[config.mk]
export PLATFORM = sky130hd
export DESIGN_NAME = ctw_regs
export DESIGN_NICKNAME = d
export VERILOG_FILES = /design/src/ctw_pkg.sv /design/src/ctw_regs.sv /design/src/ctw_sync.sv
export VERILOG_INCLUDE_DIRS = /design/src
export SDC_FILE = /design/constraint.sdc
export NUM_CORES = 1
export LEC_CHECK = 0
export ABC_CLOCK_PERIOD_IN_PS = 2300
export BUFFER_PORTS_ARGS = -buffer_cell sky130_fd_sc_hd__buf_4
export CORE_ASPECT_RATIO = 0.8
export CORE_MARGIN = 3
export CORE_UTILIZATION = 60
export CTS_BUF_LIST = sky130_fd_sc_hd__clkbuf_4
export DETAILED_ROUTE_END_ITERATION = 8
export HOLD_SLACK_MARGIN = 0.03
export PLACE_DENSITY_LB_ADDON = 0.25
export RECOVER_POWER = 50
export SYNTH_ARGS = -nofsm -noshare
export SYNTH_HDL_FRONTEND = slang
export SYNTH_SLANG_ARGS = --single-unit
[constraint.sdc]
create_clock -name core_clk -period 2.3 [get_ports core_clk]
set_input_delay 0.345 -clock core_clk [delete_from_list [all_inputs] [get_ports core_clk]]
set_output_delay 0.345 -clock core_clk [all_outputs]
set_load 0.02 [all_outputs]
[src/ctw_cfg.svh]
// Offsets, field positions, reset values and timing counts of the threshold and wake slice
// How it works
// - Upper threshold bits 6 to 0 give the match count that decides a one.
// - A clean one gives matches equal to code length, 64 or 32.
// - Upper threshold resets to 0x38, code length less eight.
// - Upper and lower thresholds together bound the counts for one and zero.
// - Wake event is raised after power-down release, once serial access is ready.
// - Wake status bit 0 reads one while a wake is pending; wake sets it.
// - A host read of wake status at 0x1D clears the pending flag.
// - Wake status is read-only; host writes change nothing.
// - Lower threshold bits 6 to 0 give allowed missed chips for a zero.
// - Spreading code runs as one 64-chip or two 32-chip codes.
`ifndef CTW_CFG_SVH
`define CTW_CFG_SVH

// Register offsets on the serial port
`define CTW_ADDR_THR_LOW 6'h19
`define CTW_ADDR_THR_HIGH 6'h1A
`define CTW_ADDR_WAKE_EN 6'h1C
`define CTW_ADDR_WAKE_STAT 6'h1D

// Reset values
`define CTW_THR_LOW_RST 7'h08
`define CTW_THR_HIGH_RST 7'h38
`define CTW_WAKE_EN_RST 1'b0
`define CTW_WAKE_STAT_RST 1'b1

// Command byte fields
`define CTW_CMD_WRITE_BIT 7
`define CTW_CMD_INC_BIT 6

// Spreading code lengths in chips
`define CTW_CODE_LEN_LONG 7'h40
`define CTW_CODE_LEN_SHORT 7'h20

// Time from power-down release to serial readiness
`define CTW_CLK_PERIOD_NS 100
`define CTW_WAKE_READY_NS 1000
`define CTW_WAKE_READY_CYC \
  ((`CTW_WAKE_READY_NS + `CTW_CLK_PERIOD_NS - 1) / `CTW_CLK_PERIOD_NS)

`endif

[src/ctw_pkg.sv]
// Types shared by the threshold and wake slice
package ctw_pkg;

  // Serial pins as sampled from the host
  typedef struct packed {
    logic ssn_n;
    logic sck;
    logic mosi;
  } ctw_spi_pins_t;

  // Outcome of one correlated data bit
  typedef struct packed {
    logic valid;
    logic one;
    logic erasure;
  } ctw_bit_dec_t;

  // Serial frame phase
  typedef enum logic {
    CTW_ST_CMD,
    CTW_ST_DATA
  } ctw_spi_st_t;

endpackage : ctw_pkg

[src/ctw_regs.sv]
// Threshold and wake registers behind the serial port, with bit decision
`timescale 1ns/1ps
`default_nettype none
`include "ctw_cfg.svh"
module ctw_regs (
  input wire logic core_clk,
  input wire logic rst,
  input wire ctw_pkg::ctw_spi_pins_t spi_pins,
  output logic spi_miso,
  output logic spi_miso_oe_n,
  input wire logic power_down_pin_n,
  input wire logic code_is_32,
  input wire logic [6:0] match_count,
  input wire logic count_valid,
  output ctw_pkg::ctw_bit_dec_t bit_dec,
  output logic wake_irq,
  output logic serial_ready
);
  import ctw_pkg::*;

  localparam logic [7:0] READY_CYC = 8'(`CTW_WAKE_READY_CYC);

  logic ssn_s, sck_s, mosi_s, pd_n_s;
  logic sck_prev_q;
  logic [2:0] bit_cnt_q;
  logic [7:0] rx_q, tx_q;
  ctw_spi_st_t st_q;
  logic is_wr_q, inc_q;
  logic [5:0] addr_q;
  logic [6:0] thr_high_q, thr_low_q;
  logic wake_en_q, wake_flag_q;
  logic [7:0] ready_cnt_q;
  logic ready_q;
  logic sel, rise, fall, byte_done, cmd_done, data_done;
  logic rd_load, rd_clr, wr_en, wake_set;
  logic [7:0] rx_byte;
  logic [5:0] rd_addr;
  logic [7:0] rd_data;
  logic [6:0] code_len;

  // Pin inputs cross into the core clock
  ctw_sync #(.W(4), .RST(4'h8)) u_sync (
    .core_clk(core_clk),
    .rst(rst),
    .din({spi_pins.ssn_n, spi_pins.sck, spi_pins.mosi, power_down_pin_n}),
    .dout({ssn_s, sck_s, mosi_s, pd_n_s})
  );

  // Read data for an address; unmapped and reserved bits read zero
  function automatic logic [7:0] rd_mux(input logic [5:0] a, input logic [6:0] hi,
                                        input logic [6:0] lo, input logic en,
                                        input logic flag);
    logic [7:0] d;
    d = 8'h00;
    if (a == `CTW_ADDR_THR_HIGH) begin
      d = {1'b0, hi};
    end else if (a == `CTW_ADDR_THR_LOW) begin
      d = {1'b0, lo};
    end else if (a == `CTW_ADDR_WAKE_EN) begin
      d = {7'h00, en};
    end else if (a == `CTW_ADDR_WAKE_STAT) begin
      d = {7'h00, flag};
    end
    return d;
  endfunction : rd_mux

  // Frame strobes; the port is deaf until the device is ready
  assign sel = ~ssn_s & ready_q;
  assign rise = sel & sck_s & ~sck_prev_q;
  assign fall = sel & ~sck_s & sck_prev_q;
  assign rx_byte = {rx_q[6:0], mosi_s};
  assign byte_done = rise & (bit_cnt_q == 3'h7);
  assign cmd_done = byte_done & (st_q == CTW_ST_CMD);
  assign data_done = byte_done & (st_q == CTW_ST_DATA);
  assign rd_load = (cmd_done & ~rx_byte[`CTW_CMD_WRITE_BIT]) | (data_done & ~is_wr_q);
  assign rd_addr = cmd_done ? rx_byte[5:0] : addr_q;
  assign rd_data = rd_mux(rd_addr, thr_high_q, thr_low_q, wake_en_q, wake_flag_q);
  assign rd_clr = rd_load & (rd_addr == `CTW_ADDR_WAKE_STAT);
  assign wr_en = data_done & is_wr_q;
  assign wake_set = pd_n_s & ~ready_q & (ready_cnt_q == READY_CYC - 8'h01);
  assign code_len = code_is_32 ? `CTW_CODE_LEN_SHORT : `CTW_CODE_LEN_LONG;

  // Clock edge history
  always_ff @(posedge core_clk or posedge rst) begin
    if (rst) begin
      sck_prev_q <= 1'b0;
    end else begin
      sck_prev_q <= sck_s;
    end
  end

  // Bit counting, receive shift and frame phase
  always_ff @(posedge core_clk or posedge rst) begin
    if (rst) begin
      bit_cnt_q <= 3'h0;
      rx_q <= 8'h00;
      st_q <= CTW_ST_CMD;
      is_wr_q <= 1'b0;
      inc_q <= 1'b0;
    end else if (!sel) begin
      bit_cnt_q <= 3'h0;
      st_q <= CTW_ST_CMD;
    end else if (rise) begin
      rx_q <= rx_byte;
      bit_cnt_q <= bit_cnt_q + 3'h1;
      if (cmd_done) begin
        st_q <= CTW_ST_DATA;
        is_wr_q <= rx_byte[`CTW_CMD_WRITE_BIT];
        inc_q <= rx_byte[`CTW_CMD_INC_BIT];
      end
    end
  end

  // Address pointer with optional auto-increment
  always_ff @(posedge core_clk or posedge rst) begin
    if (rst) begin
      addr_q <= 6'h00;
    end else if (cmd_done) begin
      addr_q <= rx_byte[5:0] + {5'h00, ~rx_byte[`CTW_CMD_WRITE_BIT] & rx_byte[`CTW_CMD_INC_BIT]};
    end else if (data_done && inc_q) begin
      addr_q <= addr_q + 6'h01;
    end
  end

  // Transmit shift; first bit loaded on the last rising edge of the prior byte, rest on falling edges
  always_ff @(posedge core_clk or posedge rst) begin
    if (rst) begin
      tx_q <= 8'h00;
      spi_miso <= 1'b0;
      spi_miso_oe_n <= 1'b1;
    end else if (!sel) begin
      tx_q <= 8'h00;
      spi_miso <= 1'b0;
      spi_miso_oe_n <= 1'b1;
    end else begin
      spi_miso_oe_n <= 1'b0;
      if (rd_load) begin
        spi_miso <= rd_data[7];
        tx_q <= {rd_data[6:0], 1'b0};
      end else if (fall && bit_cnt_q != 3'h0) begin
        spi_miso <= tx_q[7];
        tx_q <= {tx_q[6:0], 1'b0};
      end
    end
  end

  // Writable fields; reserved bits dropped, wake status never written
  always_ff @(posedge core_clk or posedge rst) begin
    if (rst) begin
      thr_high_q <= `CTW_THR_HIGH_RST;
      thr_low_q <= `CTW_THR_LOW_RST;
      wake_en_q <= `CTW_WAKE_EN_RST;
    end else if (wr_en) begin
      if (addr_q == `CTW_ADDR_THR_HIGH) begin
        thr_high_q <= rx_byte[6:0];
      end else if (addr_q == `CTW_ADDR_THR_LOW) begin
        thr_low_q <= rx_byte[6:0];
      end else if (addr_q == `CTW_ADDR_WAKE_EN) begin
        wake_en_q <= rx_byte[0];
      end
    end
  end

  // Power-down release timer; ready once it expires
  always_ff @(posedge core_clk or posedge rst) begin
    if (rst) begin
      ready_cnt_q <= 8'h00;
      ready_q <= 1'b0;
    end else if (!pd_n_s) begin
      ready_cnt_q <= 8'h00;
      ready_q <= 1'b0;
    end else if (!ready_q) begin
      ready_cnt_q <= ready_cnt_q + 8'h01;
      ready_q <= wake_set;
    end
  end

  // Pending wake flag; a new wake beats a clearing read
  always_ff @(posedge core_clk or posedge rst) begin
    if (rst) begin
      wake_flag_q <= `CTW_WAKE_STAT_RST;
    end else if (wake_set) begin
      wake_flag_q <= 1'b1;
    end else if (rd_clr) begin
      wake_flag_q <= 1'b0;
    end
  end

  // Interrupt and ready outputs
  always_ff @(posedge core_clk or posedge rst) begin
    if (rst) begin
      wake_irq <= 1'b0;
      serial_ready <= 1'b0;
    end else begin
      wake_irq <= wake_flag_q & wake_en_q;
      serial_ready <= ready_q;
    end
  end

  // Bit decision from match count; one has priority over zero
  always_ff @(posedge core_clk or posedge rst) begin
    if (rst) begin
      bit_dec <= '0;
    end else if (count_valid && match_count <= code_len) begin
      bit_dec.valid <= (match_count >= thr_high_q) | (match_count <= thr_low_q);
      bit_dec.one <= match_count >= thr_high_q;
      bit_dec.erasure <= (match_count < thr_high_q) & (match_count > thr_low_q);
    end else begin
      bit_dec.valid <= 1'b0;
      bit_dec.one <= 1'b0;
      bit_dec.erasure <= count_valid;
    end
  end

  property p_one_decide;
    @(posedge core_clk) disable iff (rst)
    count_valid && match_count <= code_len && match_count >= thr_high_q
      |=> bit_dec.valid && bit_dec.one;
  endproperty
  a_one_decide: assert property (p_one_decide) else $error("one not decided");

  property p_zero_decide;
    @(posedge core_clk) disable iff (rst)
    count_valid && match_count <= code_len && match_count <= thr_low_q &&
      match_count < thr_high_q |=> bit_dec.valid && !bit_dec.one && !bit_dec.erasure;
  endproperty
  a_zero_decide: assert property (p_zero_decide) else $error("zero not decided");

  property p_band;
    @(posedge core_clk) disable iff (rst)
    count_valid && match_count > thr_low_q && match_count < thr_high_q
      |=> !bit_dec.valid && bit_dec.erasure;
  endproperty
  a_band: assert property (p_band) else $error("mid count not an erasure");

  property p_code_len;
    @(posedge core_clk) disable iff (rst)
    count_valid && match_count > (code_is_32 ? 7'h20 : 7'h40) |=> !bit_dec.valid;
  endproperty
  a_code_len: assert property (p_code_len) else $error("count beyond code length");

  property p_thr_rst;
    @(posedge core_clk) disable iff (rst)
    $fell(rst) |-> thr_high_q == 7'h38;
  endproperty
  a_thr_rst: assert property (p_thr_rst) else $error("upper threshold reset wrong");

  property p_wake_ready;
    @(posedge core_clk) disable iff (rst)
    $rose(ready_q) |-> (wake_flag_q && $past(pd_n_s, 1)) ##1 serial_ready;
  endproperty
  a_wake_ready: assert property (p_wake_ready) else $error("wake not raised at ready");

  property p_wake_clear;
    @(posedge core_clk) disable iff (rst)
    rd_clr && !wake_set |=> !wake_flag_q ##1 !wake_irq;
  endproperty
  a_wake_clear: assert property (p_wake_clear) else $error("read did not clear wake");

  property p_stat_ro;
    @(posedge core_clk) disable iff (rst)
    wr_en && addr_q == `CTW_ADDR_WAKE_STAT && !wake_set |=> $stable(wake_flag_q);
  endproperty
  a_stat_ro: assert property (p_stat_ro) else $error("wake status written");

  property p_irq;
    @(posedge core_clk) disable iff (rst)
    wake_flag_q && wake_en_q |=> wake_irq;
  endproperty
  a_irq: assert property (p_irq) else $error("wake irq missing");

  property p_irq_gate;
    @(posedge core_clk) disable iff (rst)
    ##1 wake_irq |-> $past(wake_flag_q) && $past(wake_en_q);
  endproperty
  a_irq_gate: assert property (p_irq_gate) else $error("wake irq without cause");

  c_stat_read: cover property (@(posedge core_clk) disable iff (rst) rd_clr ##1 !wake_flag_q);
  c_one_bit: cover property (@(posedge core_clk) disable iff (rst) bit_dec.valid && bit_dec.one);
  c_thr_write: cover property (@(posedge core_clk) disable iff (rst)
    wr_en && addr_q == `CTW_ADDR_THR_HIGH);

endmodule : ctw_regs
`default_nettype wire

[src/ctw_sync.sv]
// Two-stage synchroniser for pin inputs
`timescale 1ns/1ps
`default_nettype none
module ctw_sync #(
  parameter int W = 1,
  parameter logic [W-1:0] RST = '0
) (
  input wire logic core_clk,
  input wire logic rst,
  input wire logic [W-1:0] din,
  output logic [W-1:0] dout
);

  logic [W-1:0] meta_q;

  // First stage feeds only the second
  always_ff @(posedge core_clk or posedge rst) begin
    if (rst) begin
      meta_q <= RST;
      dout <= RST;
    end else begin
      meta_q <= din;
      dout <= meta_q;
    end
  end

endmodule : ctw_sync
`default_nettype wire

==> results.yml, run 1 <==
status:
  status: "finished, final reports clean"
global_route:
  grt_start_max_net_pins: 32
  grt_pass1_vias: 2540
  grt_pass1_wl_um: 12580
  grt-ovfl-total: 0
  grt_use_total: 0.2410
  antenna_found_initial: 0
die:
  die_h_um: 74.82
  initial_core_util: 0.6360
  num_io_pins: 22
  die_w_um: 92.03
  fp.dieArea_um2: 6885
  core_um2: 5585
  std_cell_rows: 24
worst_setup_path:
  cp_num_buf_inv: 0
  cp_max_fo: 15
  max_stage_delay_ns: 0.43
  cp_slowest_cell: "dfrtp_1"
  cpLargestDelayFamily: "compound AO/OA/AOI/OAI gates"
  path_common_cell: "ha_1"
  crit_chain: "ha_1 > ha_1 > nand3b_4 > mux2i_4 > a22oi_1 > o22ai_1 > o21a_1"
  critPathKind: "reg2reg"
  worst_setup_path_end_kind: "register"
  worstPathRequired_ns: 2.66
  critical_path_arrival_ns: 2.48
  worstSetupStartpointType: "register"
logic_synthesis:
  synth_top_area_share: 0.4156
  synth.distinct_cells: 49
  ys_ff_latch: 67
  ys_warn_count: 0
  synth_fp_nets: 367
  ys_async_sr_fraction: 1.000
  synthFlopType: "dfrtp_1"
  synth.area.top_cells: "dfrtp_1 42%, ha_1 9.5%, mux2_2 7.0%, dfstp_2 5.9%, inv_1 2.7%"
  synth_top_family_by_area: "simple AND/OR/NAND/NOR gates"
  synth_top_area_cell: "dfrtp_1"
  synth_cells: 325
  synthSimpleGateAreaFrac: 0.1522
  synth_xor_xnor_area_share: 0.03205
  synth_area_per_cell_um2: 10.93
  synth_edf_count: 0
  synth-compound-area-share: 0.1050
  syn_area_um2: 3552
  ys_seq_area_frac: 0.4748
  synth_mux_area_frac: 0.1032
  synthAdderAreaFrac: 0.09510
layout:
  fin_util: 0.7191
  final_layout_size_suffix_gt1_frac: 0.2066
  synthToLayoutAreaGrowth_pct: 13.07
  nets: 400
  fillers: 429
  antenna_cells: 0
cts:
  cts_buffers: 9
  cts_root_buffer: "clkbuf_4"
  cts_resized: 0
  clock_path_buffers: 2
  clk_pin_slew_ns: 0.11
  htree_levels: 3
  cts.sinks: 67
  clk_latency_ns: 0.42
  cts_tree: "done"
placed_design:
  gp_congestion: 0.8751
  dpl.hpwl_um: 5477
  port_buffers: 21
  post-place-ws_ns: 0.1995
sta:
  worst_slew_pin_slew_ns: 0.9712
  setup_tns_ns: 0
  max_freq_ghz: 0.4703
  period_minus_slack_ns: 2.126
  setup_viol: 0
  rsz0062_at_grt: "no"
  setup_ws_ns: 0.1736
  post-route-period-util: 0.9245
  finClkSkew_ns: 0.01354
  hold_viol: 0
  max_slew_margin: 0.3518
  final_max_slew_viol_count: 0
  fin_hold_ws_ns: 0.1805
route:
  num_vias: 2560
  drt_iter0_drc: 193
  finalWirelength_um: 7270
  wl_per_cell_um: 16.49
  dr.pass1.iters: 5
  drc: 0
  antenna_left: 0
  via_per_inst: 5.805
pwr:
  power_uw: 2225
  leakagePower_uw: 0.001923
  ir_drop_uv: 446.3
  p_per_area_nw_per_um2: 554.0
job:
  drv_cap: 0
worst_hold_path:
  hold_path_class: "in2reg"
[routing by layer]
| layer | GRT usage | vias to the layer above | share of wire |
|---|---|---|---|
| met4 | 0.07578 | 0 | 0.011 |
| met3 | 0.05794 | 9 | 0.057 |
| met1 | 0.3506 | 1259 | 0.49 |
| li1 | - | 1213 | - |
| met5 | 0 | - | 0 |
| met2 | 0.3633 | 79 | 0.44 |
[worst reg2reg max path, delay by kind of cell (launching register included)]
kind / cells / cell delay (ns)
AO/OA/AOI/OAI: 3 / 0.53
adder cells (fa/ha/maj): 2 / 0.46
flip-flops: 1 / 0.43
multiplexers: 1 / 0.39
AND/OR/NAND/NOR: 1 / 0.25
[cell usage in the layout (no fill, tap or decap), types with 3 or more instances in the layout]
cell type,count
and3_1,3
o22ai_1,12
xor2_1,4
nor2_1,14
a22oi_1,6
nand3_1,19
a21oi_1,13
nand2b_1,4
xnor2_1,9
mux2_1,3
o21a_1,8
o21ai_0,9
nor3_1,4
dfrtp_1,59
dlygate4sd3_1,5
dfstp_2,7
ha_1,27
mux2i_1,4
inv_1,26
clkbuf_4,16
nor2b_1,8
mux2_2,22
buf_4,17
nand2_1,15
and2_1,9
[cells by family after synthesis]
family | after synthesis
AND/OR/NAND/NOR | 94
multiplexers | 31
buffers and inverters | 34
XOR/XNOR | 13
adder cells (fa/ha/maj) | 27
flip-flops | 67
AO/OA/AOI/OAI | 59
[metrics by stage]
step	cells	cell area (um2)
finish	441	4016
global route	441	4016
CTS	441	4024
detailed placement	420	3814
global placement	420	3814
floorplan	325	3552
[Yosys cell counts, types with 6 or more instances]
cell     number
a21oi_1      13
a22oi_1       6
and2_1       11
dfrtp_1      59
dfstp_2       8
ha_1         27
inv_1        26
mux2_2       22
nand2_1      15
nand3_1      19
nor2_1       14
nor2b_1       8
o21a_1        8
o21ai_0       9
o22ai_1      12
xnor2_1       9
[what timing repair did]
action | CTS | global route
buffers inserted | 0 | 0
hold endpoints to repair | 22 | 0
hold buffers | 5 | 0
[where the power goes]
part / internal, uW / switching, uW
Sequential: 1200 / 14.7
Clock: 462 / 416
Combinational: 62.3 / 72.6
[state kept, by name (all words and copies together) (netlist names), 4 cells and up]
signal,flops
ready_cnt_q,8
u_sync.dout,4
tx_q,7
rx_q,7
addr_q,6
thr_high_q,7
thr_low_q,7
u_sync.meta_q,4
[path summary, 6_finish.rpt]
check	from	to	slack, ns	cells after the start
max	bit_cnt_q[0]	tx_q[6]	0.17	7
min	count_valid	bit_dec[1]	0.18	3
max reg2reg	bit_cnt_q[0]	tx_q[6]	0.17	7
min reg2reg	u_sync.meta_q[3]	u_sync.dout[3]	0.36	0
max in group asynchronous	rst	u_sync.dout[0]	0.54	4
min in group asynchronous	rst	ready_cnt_q[2]	0.70	3
[final cells by class]
| cell class | instances | area (um2) | share of cell area |
|---|---|---|---|
| clock buffer | 11 | 82.58 | 0.02056 |
| multi-input combinational | 224 | 1732 | 0.4312 |
| tap | 78 | 97.59 | 0.02430 |
| sequential | 67 | 1687 | 0.4199 |
| inverter | 26 | 97.59 | 0.02430 |
| clock inverter | 5 | 77.57 | 0.01931 |
| timing repair buffer | 30 | 242.7 | 0.06044 |
(Power assumes the default switching activity.)
==> inputs of run 2 (changes only) <==
Settings changed: ABC_AREA from default to 1.
==> run 2 against run 1 <==
Effect of this change: clock power grew 13%; non-clock buffer count is the same; die area grew 4.6%; combinational power grew 33%; global-route usage shrank 0.14 points.
==> results.yml, run 2 <==
layout:
  fillers: 463
  nets: 507
  multi_input_area_um2: 1775
  largest_reg_flops: 8
  top_register: "ready_cnt_q"
  antenna_cells: 0
  final_layout_size_suffix_gt1_frac: 0.1809
  register_area_um2: 1688
  final_common_cell: "nand2_1"
  design_area_um2: 4218
  final_cell_mix: "84 x nand2_1, 58 x dfrtp_1, 57 x inv_1, 41 x o21ai_0, 32 x nor2_1"
  synthToLayoutAreaGrowth_pct: 13.08
logic_synthesis:
  ys_warn_count: 0
  synth.area.top_cells: "dfrtp_1 40%, ha_1 9.1%, nand2_1 8.5%, inv_1 5.7%, dfstp_2 5.6%"
  synth_edf_count: 0
  synth_top_area_cell: "dfrtp_1"
  ys_top_cells_by_count: "84 x nand2_1, 59 x dfrtp_1, 57 x inv_1"
  ys_seq_area_frac: 0.4522
  synthFlopType: "dfrtp_1"
  synth_top_area_share: 0.3958
  syn_area_um2: 3730
  ys_async_sr_fraction: 1.000
  synth.distinct_cells: 38
  synth.most_common_cell: "nand2_1"
  synth_fp_nets: 471
  synth_area_per_cell_um2: 8.694
  ys_ff_latch: 67
  synth_cells: 429
worst_setup_path:
  crit_start: "bit_cnt_q[0]"
  critical_path_arrival_ns: 2.36
  worstSetupStartpointType: "register"
  crit_end: "spi_miso"
  reg2regPathDepth: 11
  cp_max_fo: 10
  timing.rr.start: "bit_cnt_q[0]"
  critPathKind: "reg2reg"
  ff2ff_setup_slack_ns: 0.23
  worstPathRequired_ns: 2.59
  worst_setup_path_end_kind: "register"
  r2r-end: "spi_miso"
sta:
  hold_viol: 0
  rsz0062_at_grt: "no"
  finClkSkew_ns: 0.01813
  setup_tns_ns: 0
  final_max_slew_viol_count: 0
  max_slew_margin: 0.04906
  max_freq_ghz: 0.4832
  period_minus_slack_ns: 2.070
  worst_slew_pin_slew_ns: 1.426
  setup_viol: 0
  post-route-period-util: 0.8999
route:
  drt_iter0_drc: 116
  dr.pass1.iters: 5
  finalWirelength_um: 7550
  antenna_left: 0
  num_vias: 2928
  wl_per_cell_um: 13.70
  via_per_inst: 5.314
  drc: 0
die:
  num_io_pins: 22
  core_um2: 5974
  die_w_um: 94.15
  fp.dieArea_um2: 7204
  die_h_um: 76.52
  std_cell_rows: 25
  initial_core_util: 0.6243
pwr:
  power_uw: 2430
  ir_drop_uv: 293.2
  leakagePower_uw: 0.002033
  p_per_area_nw_per_um2: 576.1
cts:
  cts.sinks: 67
  htree_levels: 3
  clk_latency_ns: 0.42
  clock_path_buffers: 2
  cts_root_buffer: "clkbuf_4"
  clk_pin_slew_ns: 0.10
  cts_tree: "done"
  cts_buffers: 9
job:
  drv_cap: 0
global_route:
  antenna_found_initial: 0
  grt_pass1_vias: 2940
  grt_start_max_net_pins: 68
  grt_use_total: 0.2396
  grt_pass1_wl_um: 13590
  grt-ovfl-total: 0
placed_design:
  dpl_cell_area_um2: 3994
  gp_congestion: 0.9378
  port_buffers: 21
  dpl.hpwl_um: 5687
worst_hold_path:
  hold_path_class: "in2reg"
status:
  status: "finished, final reports clean"
==> run 2: cell count changes after synthesis, sizes merged, moves of 8 or more <==
cell	previous run	this run
nor2b	8	0
and2	11	0
o22ai	12	2
nand2	16	93
mux2	25	0
nor2	14	39
nand4	2	16
o21ai	10	48
inv	26	60
xnor2	9	0
==> run 2: what timing repair did <==
action | 4_1_cts | 5_1_grt
hold buffers | 5 | 0
resized for setup | 0 | 2
endpoints found under the setup margin | 0 | 16
endpoints found under the hold margin | 63 | 0
setup buffers | 0 | 0
==> run 2: area by class of cell <==
class / instances / area share
clock buffers: 11 / 0.01958
repair buffers: 30 / 0.05577
inverters: 62 / 0.05518
flip-flops and latches: 67 / 0.4002
well taps: 81 / 0.02403
clock inverters: 5 / 0.02433
multi-input cells: 295 / 0.4209
==> run 2: worst max-delay path, cell delays in order, from the launching register on <==
cell	delay, ns
dfrtp_1	0.37
ha_1	0.17
ha_2	0.25
nand3_4	0.11
buf_4	0.19
or2_2	0.32
nand2_4	0.14
nor2_2	0.08
nand2_2	0.12
inv_1	0.07
nand2_1	0.06
o41ai_1	0.06
==> run 2: logic make-up (layout without fill, tap and decap cells) <==
group,after synthesis,after routing,synth area share
AND/OR/NAND/NOR,182,182,0.2422
AO/OA/AOI/OAI,80,80,0.1285
flip-flops,67,67,0.4522
buffers and inverters,67,108,0.07246
adder cells (fa/ha/maj),27,27,0.09057
XOR/XNOR,6,6,0.01409
==> run 2: routing by layer <==
layer,GRT usage,up-vias,share of wire
met3,0.06417,13,0.047
li1,-,1501,-
met5,0,-,0
met1,0.3462,1362,0.50
met4,0.08081,0,0.016
met2,0.3484,52,0.44
==> run 2: worst min path at each step <==
stage,start,end,cells after the start
after global routing,count_valid,bit_dec[0],3
after CTS,count_valid,bit_dec[0],3
after floorplan,u_sync.meta_q[0],u_sync.dout[0],0
final,count_valid,bit_dec[0],3
after detailed placement,u_sync.meta_q[1],u_sync.dout[1],0
after global placement,u_sync.meta_q[0],u_sync.dout[0],0
==> run 2: where the power goes <==
part	switching (uW)	internal, uW	total [uW]
clock network	414	574	988
registers	37.2	1220	1260
logic	102	77.4	180
total	554	1880	2430
==> run 2: through the flow <==
stage	cells	worst slack [ns]	util	hold slack (ns)
after detailed placement	530	0.2167	0.6685	0.3356
after floorplan	429	0.2851	-	0.3312
after global routing	551	0.01219	0.7060	0.2048
final	551	0.2303	0.7060	0.2022
after global placement	530	0.3037	0.6685	0.3313
after CTS	551	0.1681	0.7079	0.1956
